$ cat config.mk
export PLATFORM = sky130hd
export DESIGN_NAME = user_control_power_reset_logic
export DESIGN_NICKNAME = d
export VERILOG_FILES = /design/src/rtl/user_ctrl_pkg.sv /design/src/rtl/user_control_power_reset_logic.sv
export SDC_FILE = /design/constraint.sdc
export NUM_CORES = 1
export LEC_CHECK = 0
export BUFFER_PORTS_ARGS = -buffer_cell sky130_fd_sc_hd__buf_2
export CAP_MARGIN = 20
export CELL_PAD_IN_SITES_DETAIL_PLACEMENT = 2
export CELL_PAD_IN_SITES_GLOBAL_PLACEMENT = 2
export CORE_ASPECT_RATIO = 1.2
export CORE_UTILIZATION = 24
export CTS_CLUSTER_DIAMETER = 100
export DETAILED_ROUTE_END_ITERATION = 6
export PLACE_DENSITY_LB_ADDON = 0.1
export SKIP_CTS_REPAIR_TIMING = 1
export SLEW_MARGIN = 20
export SYNTH_ARGS = -nofsm -noshare
export SYNTH_HDL_FRONTEND = slang
export SYNTH_SLANG_ARGS = --single-unit
$ cat constraint.sdc
create_clock -name core_clk -period 1.1 [get_ports core_clk]
set_input_delay 0 -clock core_clk [delete_from_list [all_inputs] [get_ports core_clk]]
set_output_delay 0 -clock core_clk [all_outputs]
set_load 0.03 [all_outputs]
$ cat src/rtl/user_ctrl_pkg.sv
// Purpose: constants for user control and power management register logic
// Assumes: 8-bit registers reached over a simple internal write/read port
// Notes:   reset values are shared with the bench
package user_ctrl_pkg;
    localparam logic [6:0] user_control_addr         = 7'h6a;
    localparam logic [6:0] power_management_one_addr = 7'h6b;
    localparam logic [7:0] user_control_reset        = 8'h00;
    localparam int         queue_operate_bit         = 6;
    localparam int         aux_master_on_bit         = 5;
    localparam int         serial_slave_disable_bit  = 4;
    localparam int         queue_clear_bit           = 2;
    localparam int         aux_master_reset_bit      = 1;
    localparam int         signal_condition_reset_bit = 0;
    localparam int         full_reset_bit            = 7;
    localparam int         sleep_bit                 = 6;
    localparam logic [7:0] pm1_low_reset             = 8'h01;
    localparam int         core_clk_hz               = 10_000_000;
    localparam int         fast_8k_rate_code         = 0;
endpackage : user_ctrl_pkg

$ cat src/rtl/user_control_power_reset_logic.sv
// Purpose: user control and power management one register behaviour
// Assumes: register port is on core_clk; the 8 MHz tick comes as a pin
// Notes:   reset pulses last one internal_8mhz_clock period
// What this block does
// - queue operate bit set enables sample-queue operation
// - queue operate clear drops queue_enable and also blocks the host queue grant
// - aux master on runs master, isolates aux pins from primary pins
// - aux master off drives aux pins from primary serial pins
// - motion processor runs when enabled unless sample rate is 8 kHz
// - serial slave disable resets I2C slave and forces SPI-only mode
// - serial slave disable bit clears itself one internal clock later
// - queue clear resets queue asynchronously, bit clears after one clock
// - aux master reset resets master asynchronously, bit self clears
// - signal condition reset resets sensor paths and clears results
// - signal condition reset is one internal 8 MHz period wide
// - full reset bit restores all registers to defaults, self clears
// - sleep bit set keeps device in sleep mode
// - after configuration load, powerup sleep setting copies into sleep
// - result allocation recomputed only when all slaves off or master reset
`timescale 1ns/1ns
module user_control_power_reset_logic (
    input  wire logic       core_clk,
    input  wire logic       rst_n,
    input  wire logic       internal_8mhz_clock,
    input  wire logic       reg_wr,
    input  wire logic [6:0] reg_addr,
    input  wire logic [7:0] reg_wdata,
    output logic      [7:0] reg_rdata,
    input  wire logic       otp_loaded,
    input  wire logic       powerup_sleep_setting,
    input  wire logic       motion_processor_enable,
    input  wire logic       rate_is_8khz,
    input  wire logic       all_slaves_disabled,
    input  wire logic       host_queue_req,
    input  wire logic       primary_sda_in,
    input  wire logic       primary_scl_in,
    input  wire logic       master_sda_out,
    input  wire logic       master_sda_oe,
    input  wire logic       master_scl_out,
    input  wire logic       master_scl_oe,
    output logic            aux_data_pin_out,
    output logic            aux_data_pin_oe,
    output logic            aux_clock_pin_out,
    output logic            aux_clock_pin_oe,
    output logic            queue_enable,
    output logic            host_queue_grant,
    output logic            aux_master_run,
    output logic            motion_processor_run,
    output logic            spi_only,
    output logic            serial_slave_reset,
    output logic            queue_reset,
    output logic            aux_master_reset_out,
    output logic            signal_condition_pulse,
    output logic            result_clear,
    output logic            realloc_results,
    output logic            full_reset_out,
    output logic            sleep_mode
);
    logic       tick_s1_ff, tick_s2_ff, tick_s3_ff;
    logic       sda_s1_ff, sda_s2_ff, scl_s1_ff, scl_s2_ff;
    logic       queue_on_ff, master_on_ff, spi_only_ff;
    logic       slave_dis_ff, qclr_ff, mrst_ff, scond_ff, hreset_ff;
    logic       slave_dis_arm_ff, qclr_arm_ff, mrst_arm_ff, scond_arm_ff;
    logic       hreset_arm_ff;
    logic       sleep_ff, otp_done_ff;
    logic [5:0] pm1_low_ff;
    logic       tick;
    logic       wr_user, wr_pm1, soft_rst_n;
    logic       sel_user, sel_pm1;

    // register address match, shared by write decode and read mux
    function automatic logic addr_match(input logic [6:0] addr,
                                        input logic [6:0] reg_at);
        return addr == reg_at;
    endfunction : addr_match

    // 8 MHz edge found from a synchronised copy
    // no reset here: the free-running pins refill these within three clocks
    always_ff @(posedge core_clk) begin
        tick_s1_ff <= internal_8mhz_clock;
        tick_s2_ff <= tick_s1_ff;
        tick_s3_ff <= tick_s2_ff;
        sda_s1_ff  <= primary_sda_in;
        sda_s2_ff  <= sda_s1_ff;
        scl_s1_ff  <= primary_scl_in;
        scl_s2_ff  <= scl_s1_ff;
    end

    assign tick       = tick_s2_ff & ~tick_s3_ff;
    assign sel_user   = addr_match(reg_addr,
                                   user_ctrl_pkg::user_control_addr);
    assign sel_pm1    = addr_match(reg_addr,
                                   user_ctrl_pkg::power_management_one_addr);
    assign wr_user    = reg_wr & sel_user;
    assign wr_pm1     = reg_wr & sel_pm1;
    assign soft_rst_n = rst_n & ~hreset_ff;

    // persistent control bits
    always_ff @(posedge core_clk) begin
        if (!soft_rst_n) begin
            queue_on_ff  <= 1'b0;
            master_on_ff <= 1'b0;
            spi_only_ff  <= 1'b0;
            pm1_low_ff   <= user_ctrl_pkg::pm1_low_reset[5:0];
        end else begin
            if (wr_user) begin
                queue_on_ff  <= reg_wdata[user_ctrl_pkg::queue_operate_bit];
                master_on_ff <= reg_wdata[user_ctrl_pkg::aux_master_on_bit];
            end
            if (wr_user && reg_wdata[user_ctrl_pkg::serial_slave_disable_bit])
                spi_only_ff <= 1'b1;
            if (wr_pm1)
                pm1_low_ff <= reg_wdata[5:0];
        end
    end

    // sleep copies the powerup setting once after configuration load
    always_ff @(posedge core_clk) begin
        if (!soft_rst_n) begin
            sleep_ff    <= 1'b0;
            otp_done_ff <= 1'b0;
        end else if (otp_loaded && !otp_done_ff) begin
            sleep_ff    <= powerup_sleep_setting;
            otp_done_ff <= 1'b1;
        end else if (wr_pm1) begin
            sleep_ff <= reg_wdata[user_ctrl_pkg::sleep_bit];
        end
    end

    // self-clearing pulses: armed by a write outside the tick cycle, raised at next tick, dropped after
    // only rst_n clears these, so a full reset pulse still ends by itself
    // a second write while armed just keeps the request armed
    always_ff @(posedge core_clk) begin
        if (!rst_n) begin
            slave_dis_arm_ff <= 1'b0;
            qclr_arm_ff      <= 1'b0;
            mrst_arm_ff      <= 1'b0;
            scond_arm_ff     <= 1'b0;
            hreset_arm_ff    <= 1'b0;
            slave_dis_ff     <= 1'b0;
            qclr_ff          <= 1'b0;
            mrst_ff          <= 1'b0;
            scond_ff         <= 1'b0;
            hreset_ff        <= 1'b0;
        end else begin
            if (wr_user) begin
                slave_dis_arm_ff <= slave_dis_arm_ff |
                    reg_wdata[user_ctrl_pkg::serial_slave_disable_bit];
                qclr_arm_ff  <= qclr_arm_ff |
                    reg_wdata[user_ctrl_pkg::queue_clear_bit];
                mrst_arm_ff  <= mrst_arm_ff |
                    reg_wdata[user_ctrl_pkg::aux_master_reset_bit];
                scond_arm_ff <= scond_arm_ff |
                    reg_wdata[user_ctrl_pkg::signal_condition_reset_bit];
            end
            if (wr_pm1)
                hreset_arm_ff <= hreset_arm_ff |
                    reg_wdata[user_ctrl_pkg::full_reset_bit];
            if (tick) begin
                slave_dis_ff     <= slave_dis_arm_ff;
                qclr_ff          <= qclr_arm_ff;
                mrst_ff          <= mrst_arm_ff;
                scond_ff         <= scond_arm_ff;
                hreset_ff        <= hreset_arm_ff;
                slave_dis_arm_ff <= 1'b0;
                qclr_arm_ff      <= 1'b0;
                mrst_arm_ff      <= 1'b0;
                scond_arm_ff     <= 1'b0;
                hreset_arm_ff    <= 1'b0;
            end
        end
    end

    // aux pins: isolated master drive or pass-through of primary pins
    always_ff @(posedge core_clk) begin
        if (!rst_n) begin
            aux_data_pin_out  <= 1'b1;
            aux_data_pin_oe   <= 1'b0;
            aux_clock_pin_out <= 1'b1;
            aux_clock_pin_oe  <= 1'b0;
        end else if (master_on_ff) begin
            aux_data_pin_out  <= master_sda_out;
            aux_data_pin_oe   <= master_sda_oe;
            aux_clock_pin_out <= master_scl_out;
            aux_clock_pin_oe  <= master_scl_oe;
        end else begin
            aux_data_pin_out  <= sda_s2_ff;
            aux_data_pin_oe   <= 1'b1;
            aux_clock_pin_out <= scl_s2_ff;
            aux_clock_pin_oe  <= 1'b1;
        end
    end

    assign queue_enable         = queue_on_ff;
    assign host_queue_grant     = host_queue_req & queue_on_ff;
    assign aux_master_run       = master_on_ff & ~mrst_ff;
    assign motion_processor_run = motion_processor_enable &
                                  ~rate_is_8khz;
    assign spi_only             = spi_only_ff;
    assign serial_slave_reset   = slave_dis_ff;
    assign queue_reset          = qclr_ff;
    assign aux_master_reset_out = mrst_ff;
    assign signal_condition_pulse = scond_ff;
    assign result_clear         = scond_ff;
    assign realloc_results      = all_slaves_disabled | mrst_ff;
    assign full_reset_out       = hreset_ff;
    assign sleep_mode           = sleep_ff;

    // self-clearing and reserved bits read as zero
    always_comb begin
        reg_rdata = 8'h00;
        if (sel_user) begin
            reg_rdata[user_ctrl_pkg::queue_operate_bit] = queue_on_ff;
            reg_rdata[user_ctrl_pkg::aux_master_on_bit] = master_on_ff;
        end else if (sel_pm1) begin
            // bit 7 is self-clearing and always reads as zero
            reg_rdata[user_ctrl_pkg::sleep_bit] = sleep_ff;
            reg_rdata[5:0] = pm1_low_ff;
        end
    end
endmodule : user_control_power_reset_logic

==> run summary, run 1 <==
status: finished clean
Placed Cells: 241
final hold violation count: 0
number of synthesized flops with an enable pin: 0
Initial Utilization: 0.252
mapped cell area: 1260 sq um
H-tree Lvls: 2
largest area contributor in the netlist: dfxtp_1
setup violators final: 0
post-place setup slack: 0.0242 ns
Global Route met1 Usage: 0.151
share of layout cells above drive strength 1: 0.379
root buffer cell: clkbuf_8
Post-synth top cells: dfxtp_1, nand3_1, mux2i_1
Final Cycle Share: 0.965
CP Class: reg -> out
NumNets Final: 234
CP Capture Type: output port
Mapped Cells: 128
Longest Clk Path Bufs: 2
row count: 28
met3 GRT Util: 0.0417
routed via count: 1195
final std cells w/o fill: 263
Overflow after GRT: 0
Core ar.: 5010 sq um
initial antenna violation count: 0
Pint: 0.00187 W
max FFs per register: 6
Die Footprint: 5560 sq um
I/O Buffers: 54
Clock power frac: 0.398
power per cell area: 1290 nW/um^2
GRT Resource Usage Total: 0.140
worst vdd ir: 804 uV
synth top area cells: dfxtp_1, mux2i_1, nand3_1, nor2b_1, o21ai_0
routability cong.: 0.676
DR pass1 iterations: 3
largest net degree at the start of global routing: 10
Placed Area: 1610 sq um
Clk Latency, worst-skew pair: 0.28 ns
vias per cell: 4.54
global-route wire length before repair: 5600 um
Net Switching: 0.000556 W
TritonCTS clock tree: built
GRT busiest layer: met2
fill cell count: 572
largest reg by FF count: pm1_low_ff
crit-path max FO: 4
vias in the first global route: 1194
RSZ-0062 raised after global routing: no
dominant register cell in the synthesized netlist: dfxtp_1
DRC violations left: 0
io pins: 56
Final HPWL DP: 2890 um
chip width: 68.2 um
ys async rst share: 0
FF/Latch Area: 647 sq um
sequential power share: 0.491
Leak: 0.907 nW
syn avg cell area: 9.86 sq um
Ys Warns: 0
Gate power share: 0.111
Total Wirelength: 3750 um
max-cap viol count: 0
final setup skew: 0.00687 ns
Yosys reg bits: 32
final setup margin: 0.0386 ns
DR iter-0 viols: 43
syn nets: 159
Clock Sinks: 32
clk slew on worst S/H paths: 0.06 ns
die height: 81.5 um
Slew Viols, Final: 0
Netlist cell types: 29
Hold Crit Class: in -> reg
final instance area: 1880 sq um
CP required: 1.10 ns
Tmin final: 1.06 ns
post-synth top area share: 0.507
GR Util met2: 0.254
most common cell in the netlist: dfxtp_1
n_diodes: 0
Layout area overhead: 48.6%
multi-input logic area: 572 sq um
antenna-violating nets left: 0
Sw Share: 0.229
CTS Buf Count: 5
Critical Path AT: 1.06 ns
hold slack: 0.00410 ns
Peak Freq: 942 MHz
crit path launch type: flop
WL/cell: 14.2 um
register area share after synthesis: 0.507
area by class of cell:
| cell class | instances | area share |
|---|---|---|
| repair buffers | 76 | 0.255 |
| flip-flops and latches | 32 | 0.345 |
| clock buffers | 7 | 0.0514 |
| multi-input cells | 86 | 0.305 |
| well taps | 60 | 0.0400 |
| inverters | 2 | 0.00400 |
stage by stage:
| step | setup TNS, ns | power, W | utilization |
|---|---|---|---|
| 2_1_floorplan | 0 | 0.00133 | - |
| 4_1_cts | -0.187 | 0.00243 | 0.340 |
| 3_3_place_gp | 0 | 0.00144 | 0.321 |
| 3_5_place_dp | 0 | 0.00145 | 0.321 |
| 6_report | 0 | 0.00243 | 0.374 |
| 5_1_grt | 0 | 0.00256 | 0.374 |
placed cells by master, fill, tap and decap left out:
master,n
nand2_1,9
conb_1,1
a21boi_0,2
o21ai_0,8
nand4b_4,1
nand4b_1,2
o2bb2ai_1,3
dlygate4sd3_1,14
dfxtp_4,1
o2bb2ai_2,1
and2_4,1
and2_1,6
or2_2,1
nor2_1,4
and3_1,1
mux2i_1,11
o21ai_1,1
dfxtp_1,29
a31oi_1,1
dfxtp_2,2
buf_4,10
buf_2,51
a21oi_1,5
nor2b_1,9
clkbuf_4,1
and3_4,1
nand2b_1,3
clkbuf_8,7
a41o_1,1
nand3_1,12
and4b_1,2
inv_1,2
per-layer routing:
metal | routed length [um] | part of all wire
met3 | 177 | 0.047
met2 | 1940 | 0.52
met4 | 36 | 0.0096
met5 | 0 | 0
met1 | 1590 | 0.42
critical path: stages (launching register included):
cell	delay, ns
dfxtp_2	0.33
or2_2	0.29
buf_4	0.17
cells by family after synthesis:
family / count (synthesis) / share of synthesized area
multiplexers: 11 / 0.0872
AND/OR/NAND/NOR: 52 / 0.248
flip-flops: 32 / 0.507
buffers and inverters: 10 / 0.0466
other: 1 / 0.00297
AO/OA/AOI/OAI: 22 / 0.108
power groups by stage:
| stage | Sequential [W] | Clock [W] | Combinational (W) |
|---|---|---|---|
| after floorplan | 0.00124 | 0 | 0.0000912 |
| after global placement | 0.00122 | 0 | 0.000221 |
| after detailed placement | 0.00122 | 0 | 0.000229 |
| after CTS | 0.00120 | 0.00101 | 0.000231 |
| after global routing | 0.00119 | 0.00107 | 0.000293 |
| final | 0.00119 | 0.000966 | 0.000269 |
worst paths after layout:
kind,startpoint,to,slack (ns),cells past startpoint
min,reg_wdata[1],pm1_low_ff[1],0.004,3
max,aux_master_reset_out,realloc_results,0.04,2
max reg2reg,tick_s3_ff,hreset_arm_ff,0.11,3
min reg2reg,scl_s1_ff,scl_s2_ff,0.33,0
Note: power is estimated with default switching activity, not from simulation.
==> run 2: changes to the inputs <==
--- a/config.mk
+++ b/config.mk
@@ -13,6 +13,7 @@
 export CORE_UTILIZATION = 24
 export CTS_CLUSTER_DIAMETER = 100
 export DETAILED_ROUTE_END_ITERATION = 6
+export MAX_ROUTING_LAYER = met4
 export PLACE_DENSITY_LB_ADDON = 0.1
 export SKIP_CTS_REPAIR_TIMING = 1
 export SLEW_MARGIN = 20
==> run 2 against run 1 <==
The flow now finishes with violations (negative hold slack). Critical path depth unchanged. Total power about the same. Critical path type unchanged. Final area down 0.53%. Wire length down 0.11%. Global-route usage up 0.37 points. Non-clock buffer count down 1. Worst hold slack worse by 0.015 ns. Via count down 0.17%. First-iteration DRC count down 35%. Highest routed layer unchanged. Largest power group unchanged. Final cell count down 0.38%. Sequential power about the same. Register-to-register slack about the same.
==> run summary, run 2 (same netlist as run 1, synthesis figures left out) <==
DRC violations left: 0 (unchanged)
TritonCTS clock tree: built (unchanged)
largest net degree at the start of global routing: 10 (unchanged)
chip width: 68.2 um (unchanged)
DR iter-0 viols: 28 (was 43)
final hold violation count: 1 (was 0)
GR Util met2: 0.254 (unchanged)
RSZ-0062 raised after global routing: no (unchanged)
WL/cell: 14.3 um (was 14.2 um)
Slew Viols, Final: 0 (unchanged)
Final Cycle Share: 0.966 (was 0.965)
Placed Cells: 241 (unchanged)
violated checks: negative hold slack
CP Class: reg -> out (unchanged)
NumNets Final: 233 (was 234)
Slowest cell on crit path: dfxtp_2 (unchanged)
global-route wire length before repair: 5580 um (was 5600 um)
I/O Buffers: 54 (unchanged)
Peak Freq: 941 MHz (was 942 MHz)
final instance area: 1870 sq um (was 1880 sq um)
Critical Path AT: 1.06 ns (about the same)
Total Wirelength: 3740 um (was 3750 um)
largest reg by FF count: pm1_low_ff (unchanged)
CP Capture Type: output port (unchanged)
DR pass1 iterations: 4 (was 3)
most common cell after layout, fill and taps aside: buf_2 (unchanged)
Die Footprint: 5560 sq um (unchanged)
crit-path max FO: 4 (unchanged)
Clock Sinks: 32 (unchanged)
setup violators final: 0 (unchanged)
row count: 28 (unchanged)
Initial Utilization: 0.252 (unchanged)
H-tree Lvls: 2 (unchanged)
max FFs per register: 6 (unchanged)
CP required: 1.10 ns (about the same)
initial antenna violation count: 0 (unchanged)
io pins: 56 (unchanged)
vias in the first global route: 1197 (was 1194)
Leak: 0.903 nW (was 0.907 nW)
Overflow after GRT: 0 (unchanged)
Placed Area: 1610 sq um (unchanged)
GRT Resource Usage Total: 0.144 (was 0.140)
worst vdd ir: 806 uV (was 804 uV)
Tmin final: 1.06 ns (about the same)
Longest Clk Path Bufs: 2 (unchanged)
vias per cell: 4.55 (was 4.54)
CP peak stage delay: 0.33 ns (about the same)
Hold Crit Class: in -> reg (unchanged)
die height: 81.5 um (unchanged)
routed via count: 1193 (was 1195)
status: finished with violations (was finished clean)
Global Route met1 Usage: 0.150 (was 0.151)
n_diodes: 0 (unchanged)
final std cells w/o fill: 262 (was 263)
share of layout cells above drive strength 1: 0.381 (was 0.379)
final setup skew: 0.00827 ns (was 0.00687 ns)
Layout area overhead: 47.8% (was 48.6%)
met3 GRT Util: 0.0417 (unchanged)
crit path launch type: flop (unchanged)
CP delay by family, top: flip-flops (unchanged)
hold slack: -0.0112 ns (was 0.00410 ns)
Core ar.: 5010 sq um (unchanged)
max-cap viol count: 0 (unchanged)
clk slew on worst S/H paths: 0.07 ns (was 0.06 ns)
power per cell area: 1300 nW/um^2 (was 1290 nW/um^2)
most frequent cells in the layout: buf_2, dfxtp_1, dlygate4sd3_1, nand3_1, mux2i_1 (unchanged)
WP buf/inv: 1 (unchanged)
Final HPWL DP: 2890 um (unchanged)
routability cong.: 0.683 (was 0.676)
root buffer cell: clkbuf_8 (unchanged)
antenna-violating nets left: 0 (unchanged)
Clk Latency, worst-skew pair: 0.28 ns (about the same)
GRT busiest layer: met2 (unchanged)
Cell Chain, Critical Path: or2_2, buf_4 (unchanged)
CTS Buf Count: 5 (unchanged)
==> run 2: cell count changes in the layout (fill, tap and decap cells not counted) <==
cell | before | now
dlygate4sd3_1 | 14 | 13
==> run 2: area by class of cell <==
class | count | area, sq um
fill | 572 | 3140
sequential | 32 | 647
multi-input combinational | 86 | 572
timing repair buffer | 75 | 468
clock buffer | 7 | 96.3
tap | 60 | 75.1
inverter | 2 | 7.51
==> run 2: through the flow <==
stage | TNS [ns] | worst slack (ns) | power [W] | utilization
5_1_grt | 0 | 0.00799 | 0.00255 | 0.372
3_3_place_gp | 0 | 0.0664 | 0.00144 | 0.321
4_1_cts | -0.187 | -0.141 | 0.00243 | 0.340
6_report | 0 | 0.0377 | 0.00243 | 0.372
2_1_floorplan | 0 | 0.0367 | 0.00133 | -
3_5_place_dp | 0 | 0.0242 | 0.00145 | 0.321
==> run 2: tightest hold or removal path: stages <==
cell      delay, ns
buf_2          0.10
inv_1          0.05
a21boi_0       0.08
==> run 2: per-layer routing <==
metal  up-vias  part of all wire  wire length (um)
li1        583                 -                 -
met1       564              0.42              1590
met2        44              0.52              1930
met3         2             0.054               201
met4         0            0.0056                21
met5         -                 0                 0
==> run 2: power breakdown <==
| group | switching, W | total, W | internal (W) |
|---|---|---|---|
| Clock | 0.000411 | 0.000968 | 0.000557 |
| Combinational | 0.000138 | 0.000266 | 0.000128 |
| Sequential | 0.00000847 | 0.00119 | 0.00118 |
==> run 2: worst paths after layout <==
check	start	end	slack, ns	cells after the start
setup / recovery	aux_master_reset_out	realloc_results	0.04	2
hold / removal	master_sda_oe	aux_data_pin_oe	-0.01	3
hold reg to reg	scl_s1_ff	scl_s2_ff	0.33	0
setup reg to reg	tick_s3_ff	hreset_arm_ff	0.11	3
==> run 3: changes to the inputs <==
--- a/config.mk
+++ b/config.mk
@@ -13,6 +13,7 @@
 export CORE_UTILIZATION = 24
 export CTS_CLUSTER_DIAMETER = 100
 export DETAILED_ROUTE_END_ITERATION = 6
+export GPL_TIMING_DRIVEN = 0
 export MAX_ROUTING_LAYER = met4
 export PLACE_DENSITY_LB_ADDON = 0.1
 export SKIP_CTS_REPAIR_TIMING = 1
==> run 3 against run 2 <==
The flow still finishes with violations (negative hold slack). First-iteration DRC count shrank 25%. Worst hold slack gained 0.0053 ns. Setup slack gained 0.0076 ns. Largest cell class unchanged. Largest power group unchanged.
==> run summary, run 3 (same netlist as run 1, synthesis figures left out) <==
violated checks: negative hold slack (unchanged)
NumNets Final: 235 (was 233)
power per cell area: 1350 nW/um^2 (was 1300 nW/um^2)
most frequent cells in the layout: buf_2, dfxtp_1, nand3_1, mux2i_1, dlygate4sd3_1 (was buf_2, dfxtp_1, dlygate4sd3_1, nand3_1, mux2i_1)
n_diodes: 0 (unchanged)
CP Capture Type: flop (was output port)
routability cong.: 0.721 (was 0.683)
Layout area overhead: 50.1% (was 47.8%)
routed via count: 1194 (was 1193)
Core ar.: 5010 sq um (unchanged)
Slew Viols, Final: 0 (unchanged)
GR Util met2: 0.264 (was 0.254)
final setup skew: 0.00632 ns (was 0.00827 ns)
H-tree Lvls: 2 (unchanged)
largest reg by FF count: pm1_low_ff (unchanged)
Initial Utilization: 0.252 (unchanged)
worst vdd ir: 786 uV (was 806 uV)
met3 GRT Util: 0.0306 (was 0.0417)
Tmin final: 1.05 ns (was 1.06 ns)
GRT busiest layer: met2 (unchanged)
CTS Buf Count: 5 (unchanged)
Clock Sinks: 32 (unchanged)
antenna-violating nets left: 0 (unchanged)
Final HPWL DP: 2790 um (was 2890 um)
chip width: 68.2 um (unchanged)
Leak: 0.921 nW (was 0.903 nW)
I/O Buffers: 54 (unchanged)
clk slew on worst S/H paths: 0.07 ns (about the same)
global-route wire length before repair: 5620 um (was 5580 um)
final hold violation count: 2 (was 1)
Util after Layout: 0.378 (was 0.372)
status: finished with violations (unchanged)
die height: 81.5 um (unchanged)
CP Class: reg -> reg (was reg -> out)
setup violators final: 0 (unchanged)
largest net degree at the start of global routing: 11 (was 10)
Final Cycle Share: 0.959 (was 0.966)
Global Route met1 Usage: 0.142 (was 0.150)
Critical Path AT: 1.23 ns (was 1.06 ns)
Peak Freq: 948 MHz (was 941 MHz)
crit-path max FO: 5 (was 4)
fill cell count: 580 (was 572)
vias per cell: 4.51 (was 4.55)
TritonCTS clock tree: built (unchanged)
row count: 28 (unchanged)
max-cap viol count: 0 (unchanged)
hold slack: -0.00592 ns (was -0.0112 ns)
DR iter-0 viols: 21 (was 28)
initial antenna violation count: 0 (unchanged)
Overflow after GRT: 0 (unchanged)
max FFs per register: 6 (unchanged)
io pins: 56 (unchanged)
DRC violations left: 0 (unchanged)
WL/cell: 14.4 um (was 14.3 um)
share of layout cells above drive strength 1: 0.385 (was 0.381)
GRT Resource Usage Total: 0.145 (was 0.144)
most common cell after layout, fill and taps aside: buf_2 (unchanged)
Die Footprint: 5560 sq um (unchanged)
Clk Latency, worst-skew pair: 0.28 ns (about the same)
Longest Clk Path Bufs: 2 (unchanged)
DR pass1 iterations: 4 (unchanged)
vias in the first global route: 1257 (was 1197)
Total Wirelength: 3820 um (was 3740 um)
crit path launch type: flop (unchanged)
CP required: 1.27 ns (was 1.10 ns)
root buffer cell: clkbuf_8 (unchanged)
Hold Crit Class: in -> reg (unchanged)
==> run 3: cell types whose count changed in the layout (fill, tap and decap cells not counted), moves of 2 or more <==
cell / delta
dlygate4sd3_1: -2
buf_6: +3
clkbuf_8: -2
clkbuf_1: +2
buf_4: -2
==> run 3: area by class of cell <==
type	instances	area, sq um	area share
repair buffers	70	429	0.226
plain buffers	7	53.8	0.0284
well taps	60	75.1	0.0396
multi-input cells	86	573	0.302
inverters	2	7.51	0.00396
clock buffers	6	72.6	0.0383
clock inverters	2	35.0	0.0185
flip-flops and latches	32	649	0.343
==> run 3: per-stage QoR <==
step	cell area [sq um]	TNS, ns	total power [W]	cells	setup WS [ns]
global placement	1610	-0.0144	0.00143	242	-0.0144
global route	1900	-0.0130	0.00268	265	-0.00547
finish	1900	0	0.00255	265	0.0453
detailed placement	1610	-0.0410	0.00144	242	-0.0410
floorplan	1260	0	0.00133	128	0.0367
CTS	1720	-0.533	0.00255	250	-0.273
==> run 3: path summary, 6_finish.rpt <==
kind	from	slack, ns	to	cells past startpoint
setup / recovery	tick_s3_ff	0.05	hreset_arm_ff	4
setup reg to reg	tick_s3_ff	0.05	hreset_arm_ff	4
hold / removal	reg_wdata[0]	-0.006	scond_arm_ff	3
hold reg to reg	tick_s1_ff	0.33	tick_s2_ff	0
==> run 3: worst max-delay path: stages (launching register included) <==
cell and delay [ns]:
dfxtp_1 0.30, nand2b_4 0.15, buf_6 0.14, and3_1 0.17
a41o_1 0.20
==> run 3: metal layers <==
metal | up-vias | share of wire
met5 | - | 0
met4 | 0 | 0.010
met3 | 4 | 0.045
met2 | 35 | 0.54
met1 | 564 | 0.40
li1 | 591 | -
==> run 3: report_power, final <==
group / switching (W) / total (W) / leakage [nW] / internal, W
Clock: 0.000422 / 0.00109 / 0.0552 / 0.000672
Sequential: 0.0000106 / 0.00119 / 0.264 / 0.00118
Combinational: 0.000138 / 0.000267 / 0.601 / 0.000129
